`src/hw/wwpc_pkg.sv`:
```
// Purpose: constants shared by the wakeup, watchdog and power control block
// Assumes: one 20 MHz clock; sfr bus of the 8051-style core
// Notes:   addresses are sfr byte addresses; indirect ones are 3-bit codes
package wwpc_pkg;
  // sfr addresses
  localparam logic [7:0] ADDR_CLKCFG  = 8'ha3;
  localparam logic [7:0] ADDR_PWRDWN  = 8'ha4;
  localparam logic [7:0] ADDR_WAKCFG  = 8'ha5;
  localparam logic [7:0] ADDR_USBSUS  = 8'ha6;
  localparam logic [7:0] ADDR_RADIO   = 8'ha7;
  localparam logic [7:0] ADDR_DATA_HI = 8'hab;
  localparam logic [7:0] ADDR_DATA_LO = 8'hac;
  localparam logic [7:0] ADDR_CTRL    = 8'had;
  localparam logic [7:0] ADDR_TICKDV  = 8'hb5;
  // reset values
  localparam logic [7:0] CLKCFG_RST   = 8'h80;
  localparam logic [7:0] TICKDV_RST   = 8'h03;
  localparam logic [7:0] WAKCFG_RST   = 8'h00;
  localparam logic [1:0] RADIO_RST    = 2'h0;
  // field positions
  localparam int CTRL_BUSY_BIT = 4;
  localparam int CTRL_RW_BIT   = 3;
  localparam int CLKCFG_PLL    = 7;
  localparam int PWRDWN_LF_BIT = 3;
  localparam int STA_RTC_BIT   = 8;
  // indirect addresses
  localparam logic [2:0] IA_WDOG   = 3'h0;
  localparam logic [2:0] IA_THIGH  = 3'h1;
  localparam logic [2:0] IA_TLOW   = 3'h2;
  localparam logic [2:0] IA_TVAL   = 3'h3;
  localparam logic [2:0] IA_PINLO  = 3'h4;
  localparam logic [2:0] IA_PINHI  = 3'h5;
  // wake configuration codes
  localparam logic [1:0] WC_IF_EN  = 2'h0;
  localparam logic [1:0] WC_ALWAYS = 2'h2;
  // power command values
  localparam logic [7:0] USB_SUSPEND = 8'h01;
  localparam logic [7:0] USB_RESUME  = 8'h00;
  // debounce lengths in debounce pulses (32 kHz pulse divided by latch+1)
  localparam logic [6:0] DEB_LEN1 = 7'd2;
  localparam logic [6:0] DEB_LEN2 = 7'd8;
  localparam logic [6:0] DEB_LEN3 = 7'd64;
  // timing
  localparam int unsigned CLK_HZ = 20_000_000;
  localparam int unsigned LF_HZ  = 32_000;
  localparam int unsigned LF_DIV = CLK_HZ / LF_HZ;
  localparam logic [9:0]  LF_DIV_M1  = 10'(LF_DIV - 1);
  localparam logic [9:0]  LF_DIV_HLF = 10'(LF_DIV / 2);
  typedef enum logic {XF_IDLE, XF_WAIT} wwpc_xfer_e;
endpackage

```
`src/hw/wwpc_top.sv`:
```
// Purpose: always-on wakeup timer, watchdog, pin wakeup and power states
// Assumes: sfr strobes are one-cycle pulses; pins synchronous to i_clk
// Notes:   the slow side runs on enables derived from i_clk, no 2nd domain
`timescale 1ns/100ps

// What this block does
// - address 0 reads and loads watchdog count
// - address 1 reads timer and latch top bytes
// - address 1 writes debounce and latch top
// - address 2 accesses low latch sixteen bits
// - address 3 reads counter; write disables timer
// - addresses 4,5 read timer and pin status
// - address 4 writes selects of pins 3..0
// - address 5 writes selects of pins 5,4
// - control rw bit picks read or write
// - debounce codes need 0,2,8,64 stable pulses
// - edge codes off, rising, falling, both
// - mcu active at reset, standby on write
// - mcu wakes on usb, radio, pin, timer
// - usb suspend by write, resume by software/host
// - pll on at reset, software only when suspended
// - radio powered down at reset, software sets
// - programming pin high forces flash programming
// - pll follows usb and mcu state
// - pll multiplies 16 MHz to 48 MHz
// - 32 kHz clock derived, always running
// - control busy bit, address in bits 2:0
// - wake config: if enabled, always, ignore
// - timer wakes N+1..N+2 ticks, then every N+1
module wwpc_top #(
  parameter int NUM_PINS = 6
) (
  input  wire logic       i_clk,
  input  wire logic       i_rst,
  input  wire logic       i_sfr_wr,
  input  wire logic       i_sfr_rd,
  input  wire logic [7:0] i_sfr_addr,
  input  wire logic [7:0] i_sfr_wdata,
  input  wire logic [5:0] i_pin,
  input  wire logic       i_flash_program_pin,
  input  wire logic       i_rf_irq,
  input  wire logic       i_usb_irq,
  input  wire logic       i_usb_wu,
  input  wire logic       i_usb_host_wake,
  input  wire logic [7:0] i_int_en1,
  output logic      [7:0] o_sfr_rdata,
  output logic            o_wdog_rst,
  output logic            o_wu_irq,
  output logic            o_mcu_standby,
  output logic            o_usb_suspend,
  output logic            o_pll_en,
  output logic            o_flash_flash_program_pin,
  output logic      [1:0] o_radio_mode,
  output logic            o_lf_clk
);
  import wwpc_pkg::*;

  if (NUM_PINS < 1 || NUM_PINS > 6) begin : g_bad_pins
    $error("NUM_PINS must be 1 to 6");
  end

  function automatic logic [6:0] deb_len(input logic [1:0] code);
    case (code)
      2'h1:    deb_len = DEB_LEN1;
      2'h2:    deb_len = DEB_LEN2;
      2'h3:    deb_len = DEB_LEN3;
      default: deb_len = 7'h00;
    endcase
  endfunction

  function automatic logic src_wake(input logic [1:0] cfg, input logic irq,
                                    input logic en);
    src_wake = irq && ((cfg == WC_IF_EN && en) || cfg == WC_ALWAYS);
  endfunction

  // slow time base
  logic [9:0]  lf_cnt_q,  lf_cnt_d;
  logic [7:0]  tick_cnt_q, tick_cnt_d;
  logic [3:0]  deb_pre_q, deb_pre_d;
  logic        lf_pulse,  tick, deb_pulse;
  // sfr registers
  logic [7:0]  data_hi_q, data_hi_d;
  logic [7:0]  data_lo_q, data_lo_d;
  logic [3:0]  ctrl_q,    ctrl_d;
  logic [7:0]  clkcfg_q,  clkcfg_d;
  logic [7:0]  wakcfg_q,  wakcfg_d;
  logic [7:0]  tickdv_q,  tickdv_d;
  logic [7:0]  rdata_q,   rdata_d;
  wwpc_xfer_e  xf_q,      xf_d;
  // slow-side state
  logic [15:0] wd_cnt_q,  wd_cnt_d;
  logic        wd_en_q,   wd_en_d;
  logic        wd_rst_q,  wd_rst_d;
  logic [23:0] rtc_cnt_q, rtc_cnt_d;
  logic [23:0] rtc_lat_q, rtc_lat_d;
  logic        rtc_en_q,  rtc_en_d;
  logic        rtc_sta_q, rtc_sta_d;
  logic [3:0]  deb_lat_q, deb_lat_d;
  logic [5:0]  pin_sta_q, pin_sta_d;
  logic [3:0]  pin_cfg_q [6];
  logic [3:0]  pin_cfg_d [6];
  logic [5:0]  pin_ev;
  logic        rtc_fire,  wu_ev;
  logic        wu_q,      wu_d;
  // power state
  logic        mcu_sb_q,  mcu_sb_d;
  logic        usb_sp_q,  usb_sp_d;
  logic        pll_q,     pll_d;
  logic        flash_program_pin_q,    flash_program_pin_d;
  logic [1:0]  radio_q,   radio_d;
  logic        lf_lvl_q,  lf_lvl_d;
  logic        wake;
  logic        rtc_arm_q, rtc_arm_d;
  logic [15:0] dpair;

  // time base: 32 kHz pulse, tick and debounce pulse
  always_comb begin
    lf_pulse   = (lf_cnt_q == LF_DIV_M1);
    lf_cnt_d   = lf_pulse ? 10'h000 : lf_cnt_q + 10'h001;
    lf_lvl_d   = (lf_cnt_d < LF_DIV_HLF);
    tick       = lf_pulse && (tick_cnt_q == tickdv_q);
    tick_cnt_d = tick_cnt_q;
    if (tick) begin
      tick_cnt_d = 8'h00;
    end else if (lf_pulse) begin
      tick_cnt_d = tick_cnt_q + 8'h01;
    end
    // debounce clock is the 32 kHz pulse divided by latch+1
    deb_pulse = lf_pulse && (deb_pre_q == deb_lat_q);
    deb_pre_d = deb_pre_q;
    if (deb_pulse) begin
      deb_pre_d = 4'h0;
    end else if (lf_pulse) begin
      deb_pre_d = deb_pre_q + 4'h1;
    end
  end

  always_ff @(posedge i_clk) begin
    if (i_rst) begin
      lf_cnt_q   <= 10'h000;
      tick_cnt_q <= 8'h00;
      deb_pre_q  <= 4'h0;
      lf_lvl_q   <= 1'b1;
    end else begin
      lf_cnt_q   <= lf_cnt_d;
      tick_cnt_q <= tick_cnt_d;
      deb_pre_q  <= deb_pre_d;
      lf_lvl_q   <= lf_lvl_d;
    end
  end

  // per-pin debounce filter and edge detect
  for (genvar p = 0; p < 6; p++) begin : g_pin
    if (p < NUM_PINS) begin : g_used
      logic [6:0] cnt_q, cnt_d;
      logic       filt_q, filt_d;
      logic [6:0] len;
      always_comb begin
        len    = deb_len(pin_cfg_q[p][1:0]);
        filt_d = filt_q;
        cnt_d  = cnt_q;
        if (len == 7'h00) begin
          filt_d = i_pin[p];
          cnt_d  = 7'h00;
        end else if (i_pin[p] == filt_q) begin
          cnt_d = 7'h00;
        end else if (deb_pulse) begin
          if (cnt_q + 7'h01 >= len) begin
            filt_d = i_pin[p];
            cnt_d  = 7'h00;
          end else begin
            cnt_d = cnt_q + 7'h01;
          end
        end
        // edge code bit 2 selects rising, bit 3 falling
        pin_ev[p] = (filt_d != filt_q) && ((filt_d && pin_cfg_q[p][2])
                    || (!filt_d && pin_cfg_q[p][3]));
      end
      always_ff @(posedge i_clk) begin
        if (i_rst) begin
          cnt_q  <= 7'h00;
          filt_q <= 1'b0;
        end else begin
          cnt_q  <= cnt_d;
          filt_q <= filt_d;
        end
      end
    end else begin : g_none
      assign pin_ev[p] = 1'b0;
    end
  end

  // sfr access, indirect transfers, timers and watchdog
  always_comb begin
    data_hi_d = data_hi_q;
    data_lo_d = data_lo_q;
    ctrl_d    = ctrl_q;
    clkcfg_d  = clkcfg_q;
    wakcfg_d  = wakcfg_q;
    tickdv_d  = tickdv_q;
    radio_d   = radio_q;
    xf_d      = xf_q;
    wd_cnt_d  = wd_cnt_q;
    wd_en_d   = wd_en_q;
    wd_rst_d  = 1'b0;
    rtc_cnt_d = rtc_cnt_q;
    rtc_lat_d = rtc_lat_q;
    rtc_en_d  = rtc_en_q;
    rtc_sta_d = rtc_sta_q;
    deb_lat_d = deb_lat_q;
    pin_sta_d = pin_sta_q;
    for (int p = 0; p < 6; p++) begin
      pin_cfg_d[p] = pin_cfg_q[p];
    end
    rdata_d   = rdata_q;
    rtc_arm_d = rtc_arm_q;
    dpair     = {data_hi_q, data_lo_q};
    // watchdog counts ticks down; zero resets the whole mcu
    if (tick && wd_en_q) begin
      if (wd_cnt_q == 16'h0000) begin
        wd_rst_d = 1'b1;
      end else begin
        wd_cnt_d = wd_cnt_q - 16'h0001;
      end
    end
    rtc_fire = tick && rtc_en_q && !rtc_arm_q && (rtc_cnt_q == 24'h000000);
    if (tick && rtc_en_q && rtc_arm_q) begin
      // first tick after a load is partial; skipping it gives N+1 to N+2
      rtc_arm_d = 1'b0;
    end else if (tick && rtc_en_q) begin
      // reload at zero gives one wakeup every N+1 ticks
      rtc_cnt_d = rtc_fire ? rtc_lat_q : rtc_cnt_q - 24'h000001;
    end
    // slow side completes the transfer on the next 32 kHz pulse
    case (xf_q)
      XF_IDLE: xf_d = XF_IDLE;
      XF_WAIT: begin
        if (lf_pulse) begin
          xf_d = XF_IDLE;
          if (ctrl_q[CTRL_RW_BIT]) begin
            if (ctrl_q[2:0] == IA_WDOG) begin
              wd_cnt_d = dpair;
              wd_en_d  = 1'b1;
            end else if (ctrl_q[2:0] == IA_THIGH) begin
              deb_lat_d        = data_hi_q[3:0];
              rtc_lat_d[23:16] = data_lo_q;
            end else if (ctrl_q[2:0] == IA_TLOW) begin
              rtc_lat_d[15:0] = dpair;
              rtc_cnt_d       = {rtc_lat_q[23:16], dpair};
              rtc_en_d        = 1'b1;
              rtc_arm_d       = 1'b1;
            end else if (ctrl_q[2:0] == IA_TVAL) begin
              rtc_en_d = 1'b0;
            end else if (ctrl_q[2:0] == IA_PINLO) begin
              for (int p = 0; p < 4; p++) begin
                if (p < NUM_PINS) begin
                  pin_cfg_d[p] = dpair[4*p +: 4];
                end
              end
            end else if (ctrl_q[2:0] == IA_PINHI) begin
              for (int p = 4; p < 6; p++) begin
                if (p < NUM_PINS) begin
                  pin_cfg_d[p] = data_lo_q[4*(p-4) +: 4];
                end
              end
            end
            // reserved codes write nothing
          end else begin
            if (ctrl_q[2:0] == IA_WDOG) begin
              {data_hi_d, data_lo_d} = wd_cnt_q;
            end else if (ctrl_q[2:0] == IA_THIGH) begin
              {data_hi_d, data_lo_d} = {rtc_cnt_q[23:16], rtc_lat_q[23:16]};
            end else if (ctrl_q[2:0] == IA_TLOW) begin
              {data_hi_d, data_lo_d} = rtc_lat_q[15:0];
            end else if (ctrl_q[2:0] == IA_TVAL) begin
              {data_hi_d, data_lo_d} = rtc_cnt_q[15:0];
            end else if (ctrl_q[2:0] == IA_PINLO || ctrl_q[2:0] == IA_PINHI) begin
              data_hi_d = {7'h00, rtc_sta_q};
              data_lo_d = {2'h0, pin_sta_q};
              rtc_sta_d = 1'b0;
              pin_sta_d = 6'h00;
            end else begin
              {data_hi_d, data_lo_d} = 16'h0000;
            end
          end
        end
      end
      default: xf_d = XF_IDLE;
    endcase
    // events set after the read clears, so a same-cycle event survives
    if (rtc_fire) begin
      rtc_sta_d = 1'b1;
    end
    pin_sta_d = pin_sta_d | pin_ev;
    if (i_sfr_wr) begin
      if (i_sfr_addr == ADDR_DATA_HI) begin
        data_hi_d = i_sfr_wdata;
      end else if (i_sfr_addr == ADDR_DATA_LO) begin
        data_lo_d = i_sfr_wdata;
      end else if (i_sfr_addr == ADDR_CTRL) begin
        ctrl_d = i_sfr_wdata[3:0];
        xf_d   = XF_WAIT;
      end else if (i_sfr_addr == ADDR_CLKCFG) begin
        clkcfg_d = {i_sfr_wdata[7:4], 2'h0, i_sfr_wdata[1:0]};
      end else if (i_sfr_addr == ADDR_WAKCFG) begin
        wakcfg_d = i_sfr_wdata;
      end else if (i_sfr_addr == ADDR_TICKDV) begin
        tickdv_d = i_sfr_wdata;
      end else if (i_sfr_addr == ADDR_RADIO) begin
        radio_d = i_sfr_wdata[1:0];
      end
    end
    if (i_sfr_rd) begin
      if (i_sfr_addr == ADDR_DATA_HI) begin
        rdata_d = data_hi_q;
      end else if (i_sfr_addr == ADDR_DATA_LO) begin
        rdata_d = data_lo_q;
      end else if (i_sfr_addr == ADDR_CTRL) begin
        rdata_d = {3'h0, xf_q == XF_WAIT, ctrl_q};
      end else if (i_sfr_addr == ADDR_CLKCFG) begin
        rdata_d = clkcfg_q;
      end else if (i_sfr_addr == ADDR_PWRDWN) begin
        rdata_d = 8'(lf_lvl_q) << PWRDWN_LF_BIT;
      end else if (i_sfr_addr == ADDR_WAKCFG) begin
        rdata_d = wakcfg_q;
      end else if (i_sfr_addr == ADDR_USBSUS) begin
        rdata_d = {7'h00, usb_sp_q};
      end else if (i_sfr_addr == ADDR_RADIO) begin
        rdata_d = {6'h00, radio_q};
      end else if (i_sfr_addr == ADDR_TICKDV) begin
        rdata_d = tickdv_q;
      end else begin
        rdata_d = 8'h00;
      end
    end
    wu_ev = rtc_fire || (|pin_ev);
    wu_d  = wu_ev;
  end

  always_ff @(posedge i_clk) begin
    if (i_rst) begin
      data_hi_q <= 8'h00;
      data_lo_q <= 8'h00;
      ctrl_q    <= 4'h0;
      clkcfg_q  <= CLKCFG_RST;
      wakcfg_q  <= WAKCFG_RST;
      tickdv_q  <= TICKDV_RST;
      radio_q   <= RADIO_RST;
      rdata_q   <= 8'h00;
      xf_q      <= XF_IDLE;
      wd_cnt_q  <= 16'h0000;
      wd_en_q   <= 1'b0;
      wd_rst_q  <= 1'b0;
      rtc_cnt_q <= 24'h000000;
      rtc_lat_q <= 24'h000000;
      rtc_en_q  <= 1'b0;
      rtc_arm_q <= 1'b0;
      rtc_sta_q <= 1'b0;
      deb_lat_q <= 4'h0;
      pin_sta_q <= 6'h00;
      wu_q      <= 1'b0;
      for (int p = 0; p < 6; p++) begin
        pin_cfg_q[p] <= 4'h0;
      end
    end else begin
      data_hi_q <= data_hi_d;
      data_lo_q <= data_lo_d;
      ctrl_q    <= ctrl_d;
      clkcfg_q  <= clkcfg_d;
      wakcfg_q  <= wakcfg_d;
      tickdv_q  <= tickdv_d;
      radio_q   <= radio_d;
      rdata_q   <= rdata_d;
      xf_q      <= xf_d;
      wd_cnt_q  <= wd_cnt_d;
      wd_en_q   <= wd_en_d;
      wd_rst_q  <= wd_rst_d;
      rtc_cnt_q <= rtc_cnt_d;
      rtc_lat_q <= rtc_lat_d;
      rtc_en_q  <= rtc_en_d;
      rtc_arm_q <= rtc_arm_d;
      rtc_sta_q <= rtc_sta_d;
      deb_lat_q <= deb_lat_d;
      pin_sta_q <= pin_sta_d;
      wu_q      <= wu_d;
      for (int p = 0; p < 6; p++) begin
        pin_cfg_q[p] <= pin_cfg_d[p];
      end
    end
  end

  // power states
  always_comb begin
    wake = src_wake(wakcfg_q[7:6], i_rf_irq, i_int_en1[1])
        || src_wake(wakcfg_q[5:4], wu_q, i_int_en1[5])
        || src_wake(wakcfg_q[3:2], i_usb_irq, i_int_en1[4])
        || src_wake(wakcfg_q[1:0], i_usb_wu, i_int_en1[3]);
    mcu_sb_d = mcu_sb_q;
    if (wake) begin
      mcu_sb_d = 1'b0;
    end else if (i_sfr_wr && i_sfr_addr == ADDR_PWRDWN && i_sfr_wdata[2:0] != 3'h0) begin
      mcu_sb_d = 1'b1;
    end
    usb_sp_d = usb_sp_q;
    if (i_usb_host_wake) begin
      usb_sp_d = 1'b0;
    end else if (i_sfr_wr && i_sfr_addr == ADDR_USBSUS) begin
      if (i_sfr_wdata == USB_SUSPEND) begin
        usb_sp_d = 1'b1;
      end else if (i_sfr_wdata == USB_RESUME) begin
        usb_sp_d = 1'b0;
      end
    end
    // pll feeds the x3 multiplier that makes 48 MHz from 16 MHz
    if (!usb_sp_d) begin
      pll_d = 1'b1;
    end else if (mcu_sb_d) begin
      pll_d = 1'b0;
    end else begin
      pll_d = clkcfg_d[CLKCFG_PLL];
    end
    flash_program_pin_d = i_flash_program_pin;
  end

  always_ff @(posedge i_clk) begin
    if (i_rst) begin
      mcu_sb_q <= 1'b0;
      usb_sp_q <= 1'b0;
      pll_q    <= 1'b1;
      flash_program_pin_q   <= 1'b0;
    end else begin
      mcu_sb_q <= mcu_sb_d;
      usb_sp_q <= usb_sp_d;
      pll_q    <= pll_d;
      flash_program_pin_q   <= flash_program_pin_d;
    end
  end

  assign o_sfr_rdata   = rdata_q;
  assign o_wdog_rst    = wd_rst_q;
  assign o_wu_irq      = wu_q;
  assign o_mcu_standby = mcu_sb_q;
  assign o_usb_suspend = usb_sp_q;
  assign o_pll_en      = pll_q;
  assign o_flash_flash_program_pin  = flash_program_pin_q;
  assign o_radio_mode  = radio_q;
  assign o_lf_clk      = lf_lvl_q;
endmodule

```
`config.mk`:
```
export PLATFORM = sky130hd
export DESIGN_NAME = wwpc_top
export DESIGN_NICKNAME = d
export VERILOG_FILES = /design/src/hw/wwpc_pkg.sv /design/src/hw/wwpc_top.sv
export SDC_FILE = /design/constraint.sdc
export NUM_CORES = 1
export LEC_CHECK = 0
export BUFFER_PORTS_ARGS = -buffer_cell sky130_fd_sc_hd__buf_2
export CAP_MARGIN = 30
export CORE_MARGIN = 1
export CORE_UTILIZATION = 40
export CTS_CLUSTER_SIZE = 25
export DETAILED_ROUTE_END_ITERATION = 12
export RECOVER_POWER = 100
export SYNTH_ARGS = -nofsm -noshare
export SYNTH_HDL_FRONTEND = slang
export SYNTH_SLANG_ARGS = --single-unit
```
`constraint.sdc`:
```
create_clock -name i_clk -period 3.25 [get_ports i_clk]
set_input_delay 0 -clock i_clk [delete_from_list [all_inputs] [get_ports i_clk]]
set_output_delay 0 -clock i_clk [all_outputs]
set_load 0.05 [all_outputs]
```
==> flow_metrics.env <==
export IMPL_tns_ns=0
export IMPL_firstDrtPassIters=6
export IMPL_hold_class="in -> reg"
export IMPL_ff2ff_setup_slack_ns=0.21
export IMPL_yosysMostFrequentCell="dfxtp_1"
export IMPL_antenna_found_initial=1
export IMPL_fin_crit_ns=3.04
export IMPL_r2r_end="rtc_cnt_q[18]"
export IMPL_vias=10900
export IMPL_ys_seq_elements=232
export IMPL_die_h_um=177
export IMPL_postRouteAntennaNets=0
export IMPL_whs_path_depth=5
export IMPL_syn_area_per_cell_um2=8.33
export IMPL_ctsResizeCount=0
export IMPL_ys_seq_area_frac=0.380
export IMPL_die_area_mm2=0.0313
export IMPL_clockBufferDepth=3
export IMPL_violations="capacitance limit, slew limit"
export IMPL_tritoncts="yes"
export IMPL_synth_area_top_cells="dfxtp_1, nand2_1, nor2_1, a21oi_1, mux2i_1"
export IMPL_routed_wl_met2_mm=15.6
export IMPL_maxCapViolCount=1
export IMPL_grt_overflow=0
export IMPL_met3WireLength_mm=2.21
export IMPL_synth_compound_area_frac=0.165
export IMPL_synth_common_cells="dfxtp_1, nand2_1, nor2_1, a21oi_1, clkbuf_1"
export IMPL_routed_top_layer="met5"
export IMPL_finalClockSkew_ns=0.0316
export IMPL_clk_pin_slew_ns=0.06
export IMPL_p_total_w=0.00625
export IMPL_syn_num_nets=1538
export IMPL_reg2reg_from="rtc_cnt_q[19]"
export IMPL_tightest_slew_ns=2.50
export IMPL_cts_sinks=232
export IMPL_vdd_ir_drop_max_mv=0.342
export IMPL_ys_types=70
export IMPL_grtUsageTotal=0.226
export IMPL_synth_top_family_by_area="simple AND/OR/NAND/NOR gates"
export IMPL_relSlewSlack=-0.665
export IMPL_reg2reg_depth=6
export IMPL_period_share=0.937
export IMPL_netlist_area_leader_share=0.380
export IMPL_syn_to_final_growth_pct=14.9
export IMPL_first_iter_violations=763
export IMPL_holdPathEnd="xf_q"
export IMPL_cp_max_fo=13
export IMPL_crit_required_ns=3.66
export IMPL_worstPathArrival_ns=3.45
export IMPL_start_util=0.409
export IMPL_synth_fa_ha_area_frac=0.0369
export IMPL_synthCells=1467
export IMPL_final_nets=1592
export IMPL_route_detailed_drc=0
export IMPL_place_inst=1853
export IMPL_yosys_area_top_type="dfxtp_1"
export IMPL_setup_viol=0
export IMPL_instances_no_fill=1931
export IMPL_h_tree_depth=1
export IMPL_io_buffers=51
export IMPL_power_leakage_nw=4.95
export IMPL_place_hpwl_mm=23.9
export IMPL_outcome="finished with violations"
export IMPL_synth_flop_cell="dfxtp_1"
export IMPL_wire_per_inst_um=18.2
export IMPL_setup_ws_ns=0.206
export IMPL_min_from="i_sfr_addr[2]"
export IMPL_postSynth_asyncResetShare=0
export IMPL_syn_area_mm2=0.0122
export IMPL_post_place_ws_ns=0.326
export IMPL_maxClockFrequency_ghz=0.328
export IMPL_start_kind="flop"
export IMPL_rsz0062_at_grt="false"
export IMPL_n_antenna_cell=0
export IMPL_crit_type="reg -> reg"
export IMPL_synthMuxAreaShare=0.0647
export IMPL_synth_edf_count=0
export IMPL_synth_warnings=0
export IMPL_synthXorXnorAreaFrac=0.0702
export IMPL_cp_end_kind="flop"
export IMPL_via_per_inst=5.65
export IMPL_grt_max_degree=115
export IMPL_wl_met1_mm=16.3
export IMPL_drt_wl_total_mm=35.2
export IMPL_die_w_um=177
export IMPL_core_area_mm2=0.0299
export IMPL_num_io_pins=56
export IMPL_grt_pass1_wl_mm=56.3
export IMPL_slew_violations=115
export IMPL_p_per_area_mw_per_mm2=445
export IMPL_finalHoldViolCount=0
export IMPL_first_global_vias=10100
export IMPL_clk_latency_ns=0.55
export IMPL_rows=63
export IMPL_synth_simple_area_share=0.243
export IMPL_clockRootBuffer="clkbuf_16"
export IMPL_cts_buffers=27
export IMPL_drive_gt1_frac=0.0909
export IMPL_gp_congestion=0.879
==> flip-flops by register name (all words and copies together) (netlist names), 6 cells and up <==
name                 flops
g_pin.g_used.cnt_q      42
pin_cfg_q               24
rtc_cnt_q               24
rtc_lat_q               24
wd_cnt_q                16
lf_cnt_q                10
data_hi_q                8
data_lo_q                8
o_sfr_rdata              8
tick_cnt_q               8
tickdv_q                 8
wakcfg_q                 8
clkcfg_q                 6
g_pin.g_used.filt_q      6
pin_sta_q                6
==> layer usage <==
metal,global-route usage,vias to the layer above
li1,-,5347
met1,0.320,5172
met2,0.354,324
met3,0.0322,73
met4,0.0711,2
met5,0,-
==> cells in the final DEF, fill, tap and decap left out, types with 15 or more instances in the layout <==
cell type	instances
inv_1	27
nand3b_1	16
clkbuf_16	27
o21ai_0	21
o211ai_1	18
or3_1	28
nor2_1	177
nand3_1	40
nor2b_1	18
nor4_1	15
a21oi_1	120
xnor2_1	59
xor2_1	39
dlygate4sd3_1	29
and3_1	23
mux2i_1	52
nand2_1	181
dfxtp_1	231
clkbuf_1	31
buf_2	32
nand4_1	16
a211oi_1	30
buf_4	29
o221ai_1	15
ha_1	32
nor3_1	37
==> report_power, final <==
part | switching, W | internal [W] | leakage (nW)
Clock | 0.00124 | 0.00195 | 0.467
Sequential | 0.0000147 | 0.00286 | 1.87
Combinational | 0.000123 | 0.0000708 | 2.61
==> cells by family after synthesis <==
group,after synthesis
mux,67
flops,232
buf+inv,122
fa+ha+maj,37
simple gates,608
compound gates,303
xor+xnor,98
==> worst max-delay path by stage <==
stage / start / cells past startpoint / slack, ns / end
final: rtc_cnt_q[19] / 6 / 0.21 / rtc_cnt_q[18]
after global routing: rtc_cnt_q[18] / 6 / 0.06 / rtc_cnt_q[21]
after CTS: wakcfg_q[1] / 8 / 0.09 / o_pll_en
after detailed placement: g_pin[3].g_used.cnt_q[2] / 9 / 0.33 / g_pin[3].g_used.cnt_q[1]
after global placement: g_pin[3].g_used.cnt_q[2] / 9 / 0.41 / g_pin[3].g_used.cnt_q[1]
after floorplan: g_pin[3].g_used.cnt_q[2] / 10 / 0.64 / g_pin[3].g_used.cnt_q[1]
==> stage by stage <==
stage / utilization / area, um^2 / hold WS, ns
after floorplan: - / 12200 / 0.0853
after global routing: 0.470 / 14000 / 0.0686
after global placement: 0.432 / 12900 / 0.178
final: 0.470 / 14000 / 0.0269
after CTS: 0.473 / 14100 / 0.0101
after detailed placement: 0.432 / 12900 / 0.183
==> final cells by class <==
| class | count | area (um^2) |
|---|---|---|
| fillers | 2926 | 15800 |
| clock inverters | 10 | 135 |
| flip-flops and latches | 232 | 4650 |
| clock buffers | 39 | 801 |
| inverters | 27 | 101 |
| well taps | 390 | 488 |
| multi-input cells | 1113 | 7060 |
| repair buffers | 120 | 815 |
==> timing repair <==
action / 4_1_cts / 5_1_grt
hold buffers: 27 / 3
hold endpoints to repair: 68 / 1
setup buffers: 0 / 0
setup endpoints to repair: 0 / 1
==> critical path: stages (launching register included) <==
cell and delay [ns]:
dfxtp_1 0.34, or4_1 0.61, or4_1 0.54, or4_4 0.71, o21a_1 0.34, nand2b_1 0.19, a31oi_1 0.16
No activity file was read; power rests on OpenSTA's default activity.
